$ cat src/logic/gpt_pkg.sv
// constants shared by the quad timer block and its channel module
`default_nettype none
package gpt_pkg;
  // block shape
  localparam int NUM_TIMERS = 4;
  localparam int CNT_W      = 32;
  localparam int ADDR_W     = 8;
  localparam int FRAC_W     = 8;
  // global register byte offsets
  localparam logic [7:0] OFF_IRQ_STAT  = 8'h00;
  localparam logic [7:0] OFF_IRQ_MASK  = 8'h04;
  localparam logic [7:0] OFF_UNIT_INT  = 8'h08;
  localparam logic [7:0] OFF_UNIT_FRAC = 8'h0C;
  // per timer window: base + index * stride
  localparam logic [7:0] OFF_TMR_BASE  = 8'h10;
  localparam logic [7:0] TMR_STRIDE    = 8'h10;
  localparam logic [3:0] OFF_CTRL      = 4'h0;
  localparam logic [3:0] OFF_LOAD      = 4'h4;
  localparam logic [3:0] OFF_COUNT     = 4'h8;
  // control field positions
  localparam int CTRL_EN_BIT       = 0;
  localparam int CTRL_PERIODIC_BIT = 1;
  localparam int CTRL_TIMER_BIT    = 2;
  localparam int CTRL_COARSE_BIT   = 3;
  localparam int CTRL_W            = 4;
  // timing: clock period and fine unit in ns
  localparam int CLK_PERIOD_NS = 100;
  localparam int FINE_UNIT_NS  = 1000;
  localparam logic [7:0] UNIT_INT_RST  = 8'(FINE_UNIT_NS / CLK_PERIOD_NS);
  localparam logic [7:0] UNIT_FRAC_RST = 8'h00;
  // coarse unit measured in fine units
  localparam int COARSE_RATIO = 256;
  localparam logic [7:0] COARSE_LAST = 8'(COARSE_RATIO - 1);
  // reset values
  localparam logic [31:0] LOAD_RST = 32'h0000_0000;
  localparam logic [3:0]  MASK_RST = 4'h0;
  // bus responses
  localparam logic [1:0] RESP_OKAY   = 2'h0;
  localparam logic [1:0] RESP_SLVERR = 2'h2;
endpackage
`default_nettype wire

$ cat src/logic/gpt_channel.sv
// one down-counting timer channel with unit prescaler and timeout pulse
`default_nettype none
`timescale 1ns/100ps
module gpt_channel (
  // clock and reset
  input  wire logic        aclk,
  input  wire logic        aresetn,
  // configuration
  input  wire logic        enable,
  input  wire logic        periodic,
  input  wire logic        timer_mode,
  input  wire logic        coarse,
  input  wire logic [31:0] load_val,
  // unit sources
  input  wire logic        us_tick,
  input  wire logic        evt_tick,
  // state
  output logic [31:0]      count_q,
  output logic             timeout_q
);
  logic [31:0] count_d;   // next count
  logic        timeout_d; // next timeout pulse
  logic        run_q;     // enable seen last cycle
  logic [7:0]  pre_q;     // coarse prescaler
  logic [7:0]  pre_d;
  logic        unit;      // one time unit or event elapsed

  ////////////////////////////////////////////////////////////////////////
  // unit selection and countdown
  always_comb begin
    // counter mode counts events, timer mode counts 1 us or 256 us units
    if (!timer_mode) begin
      unit = evt_tick;
    end else if (coarse) begin
      unit = us_tick && (pre_q == gpt_pkg::COARSE_LAST);
    end else begin
      unit = us_tick;
    end
    count_d   = count_q;
    timeout_d = 1'b0;
    pre_d     = pre_q;
    if (enable && !run_q) begin
      // start: load programmed count, restart prescaler so the first coarse unit is whole
      count_d = load_val;
      pre_d   = 8'h00;
    end else if (enable) begin
      if (us_tick) begin
        pre_d = pre_q + 8'h01;
      end
      if (unit) begin
        if (count_q <= 32'h0000_0001) begin
          // zero load behaves as one unit
          timeout_d = 1'b1;
          count_d   = periodic ? load_val : 32'h0000_0000;
        end else begin
          count_d = count_q - 32'h0000_0001;
        end
      end
    end
  end

  // registers only; a stopped channel holds its count
  always_ff @(posedge aclk) begin
    if (!aresetn) begin
      count_q   <= 32'h0000_0000;
      timeout_q <= 1'b0;
      pre_q     <= 8'h00;
      run_q     <= 1'b0;
    end else begin
      count_q   <= count_d;
      timeout_q <= timeout_d;
      pre_q     <= pre_d;
      run_q     <= enable;
    end
  end

  ////////////////////////////////////////////////////////////////////////
  // checks
  hold_stopped_a : assert property (@(posedge aclk) disable iff (!aresetn)
    !enable |=> $stable(count_q)) else $error("stopped timer changed count");
  fine_step_a : assert property (@(posedge aclk) disable iff (!aresetn)
    run_q && enable && timer_mode && !coarse && us_tick && count_q > 32'h1
    |=> count_q == $past(count_q) - 32'h1) else $error("fine unit did not decrement");
  coarse_wait_a : assert property (@(posedge aclk) disable iff (!aresetn)
    run_q && enable && timer_mode && coarse && pre_q != gpt_pkg::COARSE_LAST
    |=> $stable(count_q)) else $error("coarse count moved early");
  event_step_a : assert property (@(posedge aclk) disable iff (!aresetn)
    run_q && enable && !timer_mode && evt_tick && count_q > 32'h1
    |=> count_q == $past(count_q) - 32'h1) else $error("event did not decrement");
  reload_value_a : assert property (@(posedge aclk) disable iff (!aresetn)
    timeout_q |-> count_q == ($past(periodic) ? $past(load_val) : 32'h0))
    else $error("wrong count after timeout");
endmodule
`default_nettype wire

$ cat src/logic/gpt_top.sv
// quad general purpose timer with axi4-lite register slave and interrupt
// Notes on behaviour
// - four independent timers, 32-bit counts each
// - per-timer enable starts or stops one timer
// - each timer counts events or time units
// - fine setting counts one microsecond units
// - coarse setting counts 256 microsecond units
// - unit derivation uses integer and fractional divisor
// - one-shot or periodic selectable per timer
// - per-timer interrupt option on timeout
//
// Our own choices: register access over AXI4-Lite and the address map.
`default_nettype none
`timescale 1ns/100ps
module gpt_top #(
  parameter int NUM_TIMERS = gpt_pkg::NUM_TIMERS
) (
  // clock and reset
  input  wire logic              aclk,
  input  wire logic              aresetn,
  // axi4-lite write address
  input  wire logic              awvalid,
  output logic                   awready,
  input  wire logic [7:0]        awaddr,
  // axi4-lite write data
  input  wire logic              wvalid,
  output logic                   wready,
  input  wire logic [31:0]       wdata,
  input  wire logic [3:0]        wstrb,
  // axi4-lite write response
  output logic                   bvalid,
  input  wire logic              bready,
  output logic [1:0]             bresp,
  // axi4-lite read address
  input  wire logic              arvalid,
  output logic                   arready,
  input  wire logic [7:0]        araddr,
  // axi4-lite read data
  output logic                   rvalid,
  input  wire logic              rready,
  output logic [31:0]            rdata,
  output logic [1:0]             rresp,
  // event pins for counter mode, asynchronous
  input  wire logic [NUM_TIMERS-1:0] evt_in,
  // interrupt level
  output logic                   irq
);
  initial begin
    if (NUM_TIMERS < 1 || NUM_TIMERS > 4) begin
      $error("NUM_TIMERS must be 1 to 4");
    end
  end

  ////////////////////////////////////////////////////////////////////////
  // helpers
  // merge write data into a word under byte strobes
  function automatic logic [31:0] merge(input logic [31:0] old, input logic [31:0] nw,
                                        input logic [3:0] be);
    logic [31:0] r;
    r = old;
    for (int b = 0; b < 4; b++) begin
      if (be[b]) r[8*b +: 8] = nw[8*b +: 8];
    end
    return r;
  endfunction

  // timer index of a timer-window address, or NUM_TIMERS when outside
  function automatic int tmr_idx(input logic [7:0] a);
    int k;
    k = NUM_TIMERS;
    if (a >= gpt_pkg::OFF_TMR_BASE) begin
      k = int'((a - gpt_pkg::OFF_TMR_BASE) >> 4);
    end
    if (k > NUM_TIMERS) k = NUM_TIMERS;
    return k;
  endfunction

  ////////////////////////////////////////////////////////////////////////
  // state declarations
  logic              aw_got_q, aw_got_d;   // address captured
  logic              w_got_q, w_got_d;     // data captured
  logic [7:0]        waddr_q, waddr_d;     // captured address
  logic [31:0]       wdat_q, wdat_d;       // captured data
  logic [3:0]        wbe_q, wbe_d;         // captured strobes
  logic              awready_d, wready_d, bvalid_d, arready_d, rvalid_d;
  logic [1:0]        bresp_d, rresp_d;
  logic [31:0]       rdata_d;
  logic              wr_en;                // register write this cycle
  logic              irq_d;
  logic [NUM_TIMERS-1:0] stat_q, stat_d;   // sticky timeout flags
  logic [NUM_TIMERS-1:0] mask_q, mask_d;   // interrupt option per timer
  logic [7:0]        uint_q, uint_d;       // clocks per us, integer part
  logic [7:0]        ufrac_q, ufrac_d;     // clocks per us, /256 part
  logic [3:0]        ctrl_q [NUM_TIMERS];  // per-timer control
  logic [3:0]        ctrl_d [NUM_TIMERS];
  logic [31:0]       load_q [NUM_TIMERS];  // programmed counts
  logic [31:0]       load_d [NUM_TIMERS];
  logic [31:0]       count  [NUM_TIMERS];  // live counts
  logic [NUM_TIMERS-1:0] tmo;              // timeout pulses
  logic [7:0]        div_q, div_d;         // us divider count
  logic [7:0]        acc_q, acc_d;         // fraction accumulator
  logic              extra_q, extra_d;     // stretch next unit by one clock
  logic              tick_q, tick_d;       // one-cycle 1 us enable
  logic [NUM_TIMERS-1:0] es1_q, es2_q, es3_q; // event synchroniser and edge

  ////////////////////////////////////////////////////////////////////////
  // write channel handling
  always_comb begin
    aw_got_d  = aw_got_q;
    w_got_d   = w_got_q;
    waddr_d   = waddr_q;
    wdat_d    = wdat_q;
    wbe_d     = wbe_q;
    awready_d = awready;
    wready_d  = wready;
    bvalid_d  = bvalid;
    bresp_d   = bresp;
    wr_en     = 1'b0;
    // address and data are taken in either order
    if (awvalid && awready) begin
      aw_got_d  = 1'b1;
      waddr_d   = awaddr;
      awready_d = 1'b0;
    end
    if (wvalid && wready) begin
      w_got_d  = 1'b1;
      wdat_d   = wdata;
      wbe_d    = wstrb;
      wready_d = 1'b0;
    end
    if (aw_got_q && w_got_q) begin
      wr_en    = 1'b1;
      aw_got_d = 1'b0;
      w_got_d  = 1'b0;
      bvalid_d = 1'b1;
      bresp_d  = (waddr_q[1:0] == 2'b00 && (waddr_q < gpt_pkg::OFF_TMR_BASE
                  || (tmr_idx(waddr_q) < NUM_TIMERS && waddr_q[3:0] != gpt_pkg::OFF_COUNT
                      && waddr_q[3:2] != 2'b11)))
                 ? gpt_pkg::RESP_OKAY : gpt_pkg::RESP_SLVERR;
    end
    // readies return only after the response is taken: one write at a time
    if (bvalid && bready) begin
      bvalid_d  = 1'b0;
      awready_d = 1'b1;
      wready_d  = 1'b1;
    end
  end

  ////////////////////////////////////////////////////////////////////////
  // register file next state
  always_comb begin
    int k;
    k       = tmr_idx(waddr_q);
    // hardware set wins over a write-one clear in the same cycle
    stat_d  = (stat_q & ~((wr_en && waddr_q == gpt_pkg::OFF_IRQ_STAT && wbe_q[0])
                          ? wdat_q[NUM_TIMERS-1:0] : '0)) | tmo;
    mask_d  = mask_q;
    uint_d  = uint_q;
    ufrac_d = ufrac_q;
    for (int i = 0; i < NUM_TIMERS; i++) begin
      ctrl_d[i] = ctrl_q[i];
      load_d[i] = load_q[i];
      // one-shot timeout stops the timer
      if (tmo[i] && !ctrl_q[i][gpt_pkg::CTRL_PERIODIC_BIT]) begin
        ctrl_d[i][gpt_pkg::CTRL_EN_BIT] = 1'b0;
      end
    end
    if (wr_en) begin
      if (waddr_q == gpt_pkg::OFF_IRQ_MASK && wbe_q[0]) begin
        mask_d = wdat_q[NUM_TIMERS-1:0];
      end
      if (waddr_q == gpt_pkg::OFF_UNIT_INT && wbe_q[0]) begin
        uint_d = wdat_q[7:0];
      end
      if (waddr_q == gpt_pkg::OFF_UNIT_FRAC && wbe_q[0]) begin
        ufrac_d = wdat_q[7:0];
      end
      if (k < NUM_TIMERS) begin
        // a software write to control wins over a same-cycle one-shot stop
        if (waddr_q[3:0] == gpt_pkg::OFF_CTRL && wbe_q[0]) begin
          ctrl_d[k] = wdat_q[3:0];
        end
        if (waddr_q[3:0] == gpt_pkg::OFF_LOAD) begin
          load_d[k] = merge(load_q[k], wdat_q, wbe_q);
        end
      end
    end
  end

  ////////////////////////////////////////////////////////////////////////
  // read channel; answers one cycle after the address is taken
  always_comb begin
    int k;
    k         = tmr_idx(araddr);
    arready_d = arready;
    rvalid_d  = rvalid;
    rdata_d   = rdata;
    rresp_d   = rresp;
    if (arvalid && arready) begin
      arready_d = 1'b0;
      rvalid_d  = 1'b1;
      rresp_d   = gpt_pkg::RESP_OKAY;
      rdata_d   = 32'h0000_0000;
      if (araddr[1:0] != 2'b00) begin
        rresp_d = gpt_pkg::RESP_SLVERR;
      end else if (araddr == gpt_pkg::OFF_IRQ_STAT) begin
        rdata_d[NUM_TIMERS-1:0] = stat_q;
      end else if (araddr == gpt_pkg::OFF_IRQ_MASK) begin
        rdata_d[NUM_TIMERS-1:0] = mask_q;
      end else if (araddr == gpt_pkg::OFF_UNIT_INT) begin
        rdata_d[7:0] = uint_q;
      end else if (araddr == gpt_pkg::OFF_UNIT_FRAC) begin
        rdata_d[7:0] = ufrac_q;
      end else if (k < NUM_TIMERS && araddr[3:0] == gpt_pkg::OFF_CTRL) begin
        rdata_d[3:0] = ctrl_q[k];
      end else if (k < NUM_TIMERS && araddr[3:0] == gpt_pkg::OFF_LOAD) begin
        rdata_d = load_q[k];
      end else if (k < NUM_TIMERS && araddr[3:0] == gpt_pkg::OFF_COUNT) begin
        rdata_d = count[k];
      end else begin
        rresp_d = gpt_pkg::RESP_SLVERR;
      end
    end
    if (rvalid && rready) begin
      rvalid_d  = 1'b0;
      arready_d = 1'b1;
    end
  end

  ////////////////////////////////////////////////////////////////////////
  // microsecond enable from integer plus fractional divisor
  always_comb begin
    logic [8:0] sum;
    logic [8:0] target;
    sum     = {1'b0, acc_q} + {1'b0, ufrac_q};
    // an integer part of zero still gives one clock per unit
    target  = {1'b0, (uint_q == 8'h00) ? 8'h01 : uint_q} + {8'h00, extra_q};
    div_d   = div_q + 8'h01;
    acc_d   = acc_q;
    extra_d = extra_q;
    tick_d  = 1'b0;
    if ({1'b0, div_q} + 9'h001 >= target) begin
      // carry out of the fraction lengthens the next unit by one clock
      div_d   = 8'h00;
      acc_d   = sum[7:0];
      extra_d = sum[8];
      tick_d  = 1'b1;
    end
  end

  // interrupt level from unmasked sticky flags
  always_comb begin
    irq_d = |(stat_d & mask_d);
  end

  ////////////////////////////////////////////////////////////////////////
  // all registers of the block except those inside the timer channels
  always_ff @(posedge aclk) begin
    if (!aresetn) begin
      aw_got_q <= 1'b0;
      w_got_q  <= 1'b0;
      waddr_q  <= 8'h00;
      wdat_q   <= 32'h0000_0000;
      wbe_q    <= 4'h0;
      awready  <= 1'b1;
      wready   <= 1'b1;
      bvalid   <= 1'b0;
      bresp    <= gpt_pkg::RESP_OKAY;
      arready  <= 1'b1;
      rvalid   <= 1'b0;
      rdata    <= 32'h0000_0000;
      rresp    <= gpt_pkg::RESP_OKAY;
      stat_q   <= '0;
      mask_q   <= gpt_pkg::MASK_RST[NUM_TIMERS-1:0];
      uint_q   <= gpt_pkg::UNIT_INT_RST;
      ufrac_q  <= gpt_pkg::UNIT_FRAC_RST;
      for (int i = 0; i < NUM_TIMERS; i++) begin
        ctrl_q[i] <= 4'h0;
        load_q[i] <= gpt_pkg::LOAD_RST;
      end
      div_q    <= 8'h00;
      acc_q    <= 8'h00;
      extra_q  <= 1'b0;
      tick_q   <= 1'b0;
      irq      <= 1'b0;
      es1_q    <= '0;
      es2_q    <= '0;
      es3_q    <= '0;
    end else begin
      aw_got_q <= aw_got_d;
      w_got_q  <= w_got_d;
      waddr_q  <= waddr_d;
      wdat_q   <= wdat_d;
      wbe_q    <= wbe_d;
      awready  <= awready_d;
      wready   <= wready_d;
      bvalid   <= bvalid_d;
      bresp    <= bresp_d;
      arready  <= arready_d;
      rvalid   <= rvalid_d;
      rdata    <= rdata_d;
      rresp    <= rresp_d;
      stat_q   <= stat_d;
      mask_q   <= mask_d;
      uint_q   <= uint_d;
      ufrac_q  <= ufrac_d;
      for (int i = 0; i < NUM_TIMERS; i++) begin
        ctrl_q[i] <= ctrl_d[i];
        load_q[i] <= load_d[i];
      end
      div_q    <= div_d;
      acc_q    <= acc_d;
      extra_q  <= extra_d;
      tick_q   <= tick_d;
      irq      <= irq_d;
      // pins pass two flops before the edge detector looks at them
      es1_q    <= evt_in;
      es2_q    <= es1_q;
      es3_q    <= es2_q;
    end
  end

  ////////////////////////////////////////////////////////////////////////
  // timer channels, each fully independent
  for (genvar g = 0; g < NUM_TIMERS; g++) begin : g_tmr
    gpt_channel u_chan (
      .aclk       (aclk),
      .aresetn    (aresetn),
      .enable     (ctrl_q[g][gpt_pkg::CTRL_EN_BIT]),
      .periodic   (ctrl_q[g][gpt_pkg::CTRL_PERIODIC_BIT]),
      .timer_mode (ctrl_q[g][gpt_pkg::CTRL_TIMER_BIT]),
      .coarse     (ctrl_q[g][gpt_pkg::CTRL_COARSE_BIT]),
      .load_val   (load_q[g]),
      .us_tick    (tick_q),
      .evt_tick   (es2_q[g] && !es3_q[g]),
      .count_q    (count[g]),
      .timeout_q  (tmo[g])
    );
  end

  ////////////////////////////////////////////////////////////////////////
  // checks
  // irq is registered from the same next values as the flags, so it tracks them in the same cycle
  irq_follow_a : assert property (@(posedge aclk) disable iff (!aresetn)
    irq == |(stat_q & mask_q)) else $error("irq does not follow unmasked flags");
  flag_sticky_a : assert property (@(posedge aclk) disable iff (!aresetn)
    (stat_q[0] && !(wr_en && waddr_q == gpt_pkg::OFF_IRQ_STAT)) |=> stat_q[0])
    else $error("timeout flag dropped without clear");
  flag_set_a : assert property (@(posedge aclk) disable iff (!aresetn)
    tmo[0] |=> stat_q[0]) else $error("timeout did not set flag");
  oneshot_stop_a : assert property (@(posedge aclk) disable iff (!aresetn)
    tmo[0] && !ctrl_q[0][gpt_pkg::CTRL_PERIODIC_BIT] && !wr_en
    |=> !ctrl_q[0][gpt_pkg::CTRL_EN_BIT]) else $error("one-shot did not stop");
  periodic_run_a : assert property (@(posedge aclk) disable iff (!aresetn)
    tmo[0] && ctrl_q[0][gpt_pkg::CTRL_PERIODIC_BIT] && !wr_en
    |=> ctrl_q[0][gpt_pkg::CTRL_EN_BIT]) else $error("periodic timer stopped");
  // a write to either divisor register retimes the divider, so it abandons the check
  unit_period_a : assert property (@(posedge aclk)
    disable iff (!aresetn || (wr_en && waddr_q[7:4] == 4'h0 && waddr_q[3]))
    tick_q && ufrac_q == 8'h00 && uint_q == 8'h0A && !extra_q && !wr_en
    |=> !tick_q [*8] ##1 !tick_q ##1 tick_q) else $error("us enable period wrong");
endmodule
`default_nettype wire

$ cat config.mk
export PLATFORM = sky130hd
export DESIGN_NAME = gpt_top
export DESIGN_NICKNAME = d
export VERILOG_FILES = /design/src/logic/gpt_pkg.sv /design/src/logic/gpt_channel.sv /design/src/logic/gpt_top.sv
export SDC_FILE = /design/constraint.sdc
export NUM_CORES = 1
export LEC_CHECK = 0
export BUFFER_PORTS_ARGS = -buffer_cell sky130_fd_sc_hd__buf_2
export CELL_PAD_IN_SITES_DETAIL_PLACEMENT = 1
export CELL_PAD_IN_SITES_GLOBAL_PLACEMENT = 2
export CORE_UTILIZATION = 34
export CTS_CLUSTER_SIZE = 12
export DETAILED_ROUTE_END_ITERATION = 10
export PLACE_DENSITY = 0.75
export SYNTH_ARGS = -nofsm -noshare
export SYNTH_HDL_FRONTEND = slang
export SYNTH_SLANG_ARGS = --single-unit
export TNS_END_PERCENT = 20
$ cat constraint.sdc
create_clock -name aclk -period 3.1 [get_ports aclk]
set_input_delay 0.62 -clock aclk [delete_from_list [all_inputs] [get_ports aclk]]
set_output_delay 0.62 -clock aclk [all_outputs]
set_load 0.03 [all_outputs]
## Yosys cells after proc, flatten, opt, wreduce, memory -nomap -nowiden

Memories as Yosys holds them, arrays and structs flattened.
Index checks and enable logic that the tools add are counted.

- Output and inout bits: 42
- Memory bits (writable): 144
- Input port bits: 63
- Memories kept: 2
- Logic and storage cells: 310
- Flip-flop bits (word level): 310

- Mux-type cells: 112
- Reductions and logical operators: 86
- Add/sub/neg operators: 14
- Bitwise gates (word level): 23
- Eq/ne operators: 15
- Order comparisons: 17

Memory list:

| name | depth | bits a word | rd ports | clocked after memory_dff | write ports | RTL line | text |
|---|---|---|---|---|---|---|---|
| load_q | 4 | 32 | 6 | 0 | 4 | gpt_top.sv:96 | `logic [31:0] load_q [NUM_TIMERS];` |
| ctrl_q | 4 | 4 | 5 | 0 | 4 | gpt_top.sv:94 | `logic [3:0] ctrl_q [NUM_TIMERS];` |

Operators with widths:

| operator | number |
|---|---|
| two-way mux 32 bit | 35 |
| two-way mux 128 bit | 3 |
| two-way mux 8 bit | 19 |
| two-way mux 28 bit | 5 |
| bitwise mux 128 bit | 1 |
| less-or-equal comparator 32 x 1 -> 1 bit, second input constant | 4 |
| subtractor 32 x 1 -> 32 bit, second input constant | 4 |
| greater-than comparator 32 x 4 -> 1 bit, second input constant | 3 |
| less-than comparator 32 x 4 -> 1 bit, second input constant | 3 |
| binary-select mux 32 bit (select 2 bit) | 1 |
| demux 32 bit (select 2 bit) | 1 |
| greater-or-equal comparator 32 x 3 -> 1 bit, second input constant | 2 |
| inverter 32 bit | 2 |
| two-way mux 16 bit | 3 |
| two-way mux 24 bit | 2 |
| two-way mux 4 bit | 11 |
| adder 8 x 1 -> 8 bit, second input constant | 5 |
| logical AND 1 bit | 35 |
| equality test 8 x 4 -> 1 bit, second input constant | 4 |
| equality test 8 bit, second input constant | 4 |
| less-than comparator 32 x 1 -> 1 bit, second input constant | 1 |
| zero test 8 bit | 3 |
| two-way mux 1 bit | 20 |
| AND reduction 2 bit | 10 |
| other kinds (27) | 86 |

## Logic depth before layout (Yosys ltp)

- Word-level depth: 16
- Gate-level depth with buffers: 15
- Gate-level depth less buffers: 13

## Modules after synthesis

Synthesis repeated with hierarchy kept, for this count alone.

- Cells, all modules: 3025
- Area total of the unflattened synthesis: 24255.8 µm²

By module, submodules not included:

| module | times used | sequential area each (µm²) | cells an instance | area each (µm²) |
|---|---|---|---|---|
| gpt_top | 1 | 5685.5 | 1806 | 14291.2 |
| gpt_channel at g_tmr[0].u_chan ... | 3 | 840.8 | 305 | 2491.1 |
| gpt_channel at g_tmr[1].u_chan | 1 | 840.8 | 304 | 2491.1 |

## Worst setup path after synthesis

No wires, ideal clock.

- Kind: register -> register
- Start point: register uint_q[4]
- End point: register extra_q
- Clock period less this slack: 3.162 ns
- Stages on the path, launching flop included: 15
- Slack: -0.062 ns
- Arrival: 3.022 ns
- Required time: 2.960 ns
- Buffers on the path: 1
- Setup time: 0.140 ns
- Path through: dfxtp_1 > nor4_1 > a21o_1 > ha_1 > ha_1 > nand3_1 > nor2_1 > xnor2_1 > ha_1 > a21o_1 > a211o_1 > o32a_1 > buf_1 > o21ai_0 > a31oi_1

- Longest elaborated chain between the ends: 4

RTL lines:

| item | RTL line | text |
|---|---|---|
| start, declared | gpt_top.sv:92 | `logic [7:0] uint_q, uint_d;` |
| start signal, assigned | gpt_top.sv:275 | `uint_q <= gpt_pkg::UNIT_INT_RST;` |
| start signal, assigned | gpt_top.sv:305 | `uint_q <= uint_d;` |
| zero test 8 bit | gpt_top.sv:237 | `target = {1'b0, (uint_q == 8'h00) ? 8'h01 : uint_q} + {8'h00, extra_q};` |
| two-way mux 8 bit * | gpt_top.sv:237 |  |
| adder 8 x 1 -> 9 bit * | gpt_top.sv:237 |  |
| greater-or-equal comparator 9 bit * | gpt_top.sv:242 | `if ({1'b0, div_q} + 9'h001 >= target) begin` |
| end signal, assigned | gpt_top.sv:313 | `extra_q <= extra_d;` |
| end, declared | gpt_top.sv:102 | `logic extra_q, extra_d;` |

Mark *: on every way between the ends. The rest lies on a longest branch, timed or not.
A chain may end at the register's enable or synchronous reset.

## Worst setup path in the final report

- Start point: register uint_q[7]
- End point: register acc_q[0]

- Longest elaborated chain between the ends: 4

RTL lines:

| item | RTL line | text |
|---|---|---|
| zero test 8 bit | gpt_top.sv:237 |  |
| two-way mux 8 bit * | gpt_top.sv:237 |  |
| adder 8 x 1 -> 9 bit * | gpt_top.sv:237 |  |
| greater-or-equal comparator 9 bit * | gpt_top.sv:242 |  |
| end signal, assigned | gpt_top.sv:282 | `acc_q <= 8'h00;` |
| end signal, assigned | gpt_top.sv:312 | `acc_q <= acc_d;` |
| end, declared | gpt_top.sv:101 | `logic [7:0] acc_q, acc_d;` |

Marked as above.

==> impl_metrics.py <==
metrics = {
    "sta": {
        "rsz0062_at_grt": "yes",
        "setup_tns_ns": 0,
        "finalClockSkew_ns": 0.01763,
        "finalCriticalPeriod_ns": 3.052,
        "slew_headroom_pct": 34.89,
        "drv_slew": 0,
        "max_freq_mhz": 327.6,
        "worst_pin_slew_ns": 0.9753,
        "final_hold_viol_count": 0,
        "setup_viol": 0,
        "post-route-period-util_pct": 98.46,
    },
    "layout": {
        "final_area_sq_um": 27860,
        "fin_nets": 3128,
        "final_common_cell": "dfxtp_1",
        "finalNonFillerCells": 3946,
        "final_core_util_pct": 41.26,
        "most-common-layout-cells": "dfxtp_1 (451), o21ai_0 (286), nand2_1 (262)",
        "fillers": 8056,
        "syn_to_final_growth_pct": 19.59,
        "n_antenna_cell": 0,
        "drive_above_1_share_pct": 15.36,
    },
    "worst_setup_path": {
        "cp.required_ns": 3.58,
        "cp-start-kind": "flip-flop",
        "worst-setup-path-type": "flip-flop to flip-flop",
        "cp.arrival_ns": 3.53,
        "path_max_fanout": 6,
        "critPathCaptureType": "flip-flop",
    },
    "synth": {
        "avgSynthCellArea_sq_um": 8.018,
        "synth_seq_cells": 452,
        "seq_area_frac_synth_pct": 38.85,
        "yosys_most_used_dff": "dfxtp_1",
        "yosysTopAreaCell": "dfxtp_1",
        "synth_top_area_share_pct": 38.85,
        "synth_warnings": 0,
        "synth_edf_count": 0,
        "synth_cell_types": 80,
        "async_flop_share_pct": 0,
        "syn_area_sq_um": 23290,
        "yosys-top-cells-area": "dfxtp_1 (39%), o21ai_0 (6.2%), nand3_1 (5.1%), mux2i_1 (4.6%), nand2_1 (4.2%)",
        "synthCells": 2905,
    },
    "power": {
        "cellPowerDensity_nw_per_um2": 494.4,
        "leakage_nw": 10.51,
        "finalPower_mw": 13.77,
        "irDropWorstVdd_uv": 371.7,
    },
    "hold_path": {
        "hp-class": "input pin to flip-flop",
    },
    "placed_design": {
        "gp_congestion": 0.9504,
        "dp_hpwl_um": 78700,
        "portBuffers": 102,
        "dp_cells": 3840,
        "place_area_sq_um": 25750,
    },
    "clocking": {
        "cts.htree.levels": 2,
        "cts_root_buf": "clkbuf_16",
        "clk_latency_ns": 0.62,
        "cts_tree": "built",
        "cts_max_path_buffers": 3,
        "cts_hold_buf": 0,
        "cts_sinks": 452,
        "clkTransAtPathRegs_ns": 0.06,
        "cts_made_buffers": 55,
    },
    "route": {
        "vias": 24110,
        "wl_per_cell_um": 26.66,
        "drtIter0Drc": 2250,
        "wl_um": 105200,
        "drtAntennaViolNets": 0,
        "drc": 0,
        "dr.pass1.iters": 6,
        "viasPerCell": 6.109,
    },
    "global_routing": {
        "grtUsageTotal_pct": 29.53,
        "gr-total-overflow": 0,
        "grt_max_degree": 146,
        "antenna_found_initial": 3,
        "grt_pass1_vias": 24100,
        "grt_pass1_wl_um": 156900,
    },
    "die": {
        "die_h_um": 263.7,
        "rows": 95,
        "die_area_sq_um": 69560,
        "start_util_pct": 34.50,
        "dieWidth_um": 263.7,
        "core-area_sq_um": 67510,
        "io_pins": 105,
    },
    "run": {
        "maxCapViolCount": 0,
    },
    "status": {
        "status": "completed",
    },
}
-- critical path, cell delays in order, from the launching register on --
cell     delay (ns)
dfxtp_2        0.33
nor4_4         0.26
a21o_1         0.18
ha_4           0.16
ha_4           0.14
nand3_4        0.09
nor2_4         0.14
xnor2_2        0.07
ha_1           0.32
a21o_1         0.17
a211o_1        0.27
o32a_4         0.43
buf_12         0.16
mux2i_1        0.15
nor2_1         0.06
-- final timing paths --
check	depth (start not counted)	slack, ns	startpoint	to
setup / recovery	14	0.05	uint_q[7]	acc_q[0]
hold / removal	2	0.21	evt_in[2]	es1_q[2]
setup reg to reg	14	0.05	uint_q[7]	acc_q[0]
hold reg to reg	1	0.44	es1_q[3]	es2_q[3]
-- area by class of cell --
cell class	instances	area, sq um	share of cell area [%]
inverters	61	231.5	0.8309
clock inverters	27	330.3	1.186
multi-input cells	2170	13370	48.00
clock buffers	76	1618	5.808
flip-flops and latches	452	9050	32.49
well taps	873	1092	3.921
repair buffers	287	2165	7.770
-- synth_stat cells, types with 37 or more instances --
| cell type | number |
|---|---|
| dfxtp_1 | 452 |
| o21ai_0 | 287 |
| nand2_1 | 263 |
| nor2_1 | 241 |
| nand3_1 | 236 |
| clkbuf_1 | 193 |
| a21oi_1 | 174 |
| mux2i_1 | 106 |
| nor3_1 | 66 |
| inv_1 | 60 |
| a221oi_1 | 59 |
| o21ai_1 | 44 |
| nor4_1 | 42 |
| a22oi_1 | 37 |
| ha_1 | 37 |
-- through the flow --
step	setup WS, ns	hold slack [ns]
finish	0.04766	0.2140
global route	-0.07535	0.2106
CTS	0.004033	0.1851
detailed placement	-0.1690	0.4257
global placement	-0.04254	0.4342
floorplan	0.03264	0.4119
-- routing by layer --
| layer | vias up | global-route usage (%) | wire length [um] | part of all wire [%] |
|---|---|---|---|---|
| li1 | 11000 | - | - | - |
| met5 | - | 0 | 33 | 0.031 |
| met2 | 852 | 45.02 | 45610 | 43 |
| met4 | 4 | 7.307 | 2324 | 2.2 |
| met1 | 12100 | 43.06 | 49750 | 47 |
| met3 | 149 | 4.689 | 7466 | 7.1 |
-- power by group --
part | internal, mW | switching [mW]
clock network | 4.22 | 2.76
registers | 5.86 | 0.0682
logic | 0.285 | 0.583
total | 10.4 | 3.41
-- flip-flops by register name, indices dropped and copies added, names as in the netlist, 8 cells and up --
name and count:
uint_q 8, load_q 128, acc_q 8, ufrac_q 8, rdata 32, ctrl_q 16, div_q 8, g_tmr.u_chan.pre_q 32
waddr_q 8, wdat_q 32, g_tmr.u_chan.count_q 128
-- logic make-up (layout without fill, tap and decap cells) --
family,after synthesis,after routing,share of synthesized area [%]
other cells,1,2,0.01610
simple gates,1046,1046,21.44
xor+xnor,60,60,2.256
buf+inv,284,451,4.764
flops,452,452,38.85
compound gates,889,889,24.65
mux,135,135,5.957
fa+ha+maj,38,38,2.073
-- timing repair --
action | in CTS | in global routing
resized for setup | 4 | 19
hold endpoints to repair | 0 | 0
pin swaps | 2 | 7
setup endpoints to repair | 18 | 32
setup buffers | 2 | 0
cloned | 0 | 1
Note: power is estimated with default switching activity, not from simulation.
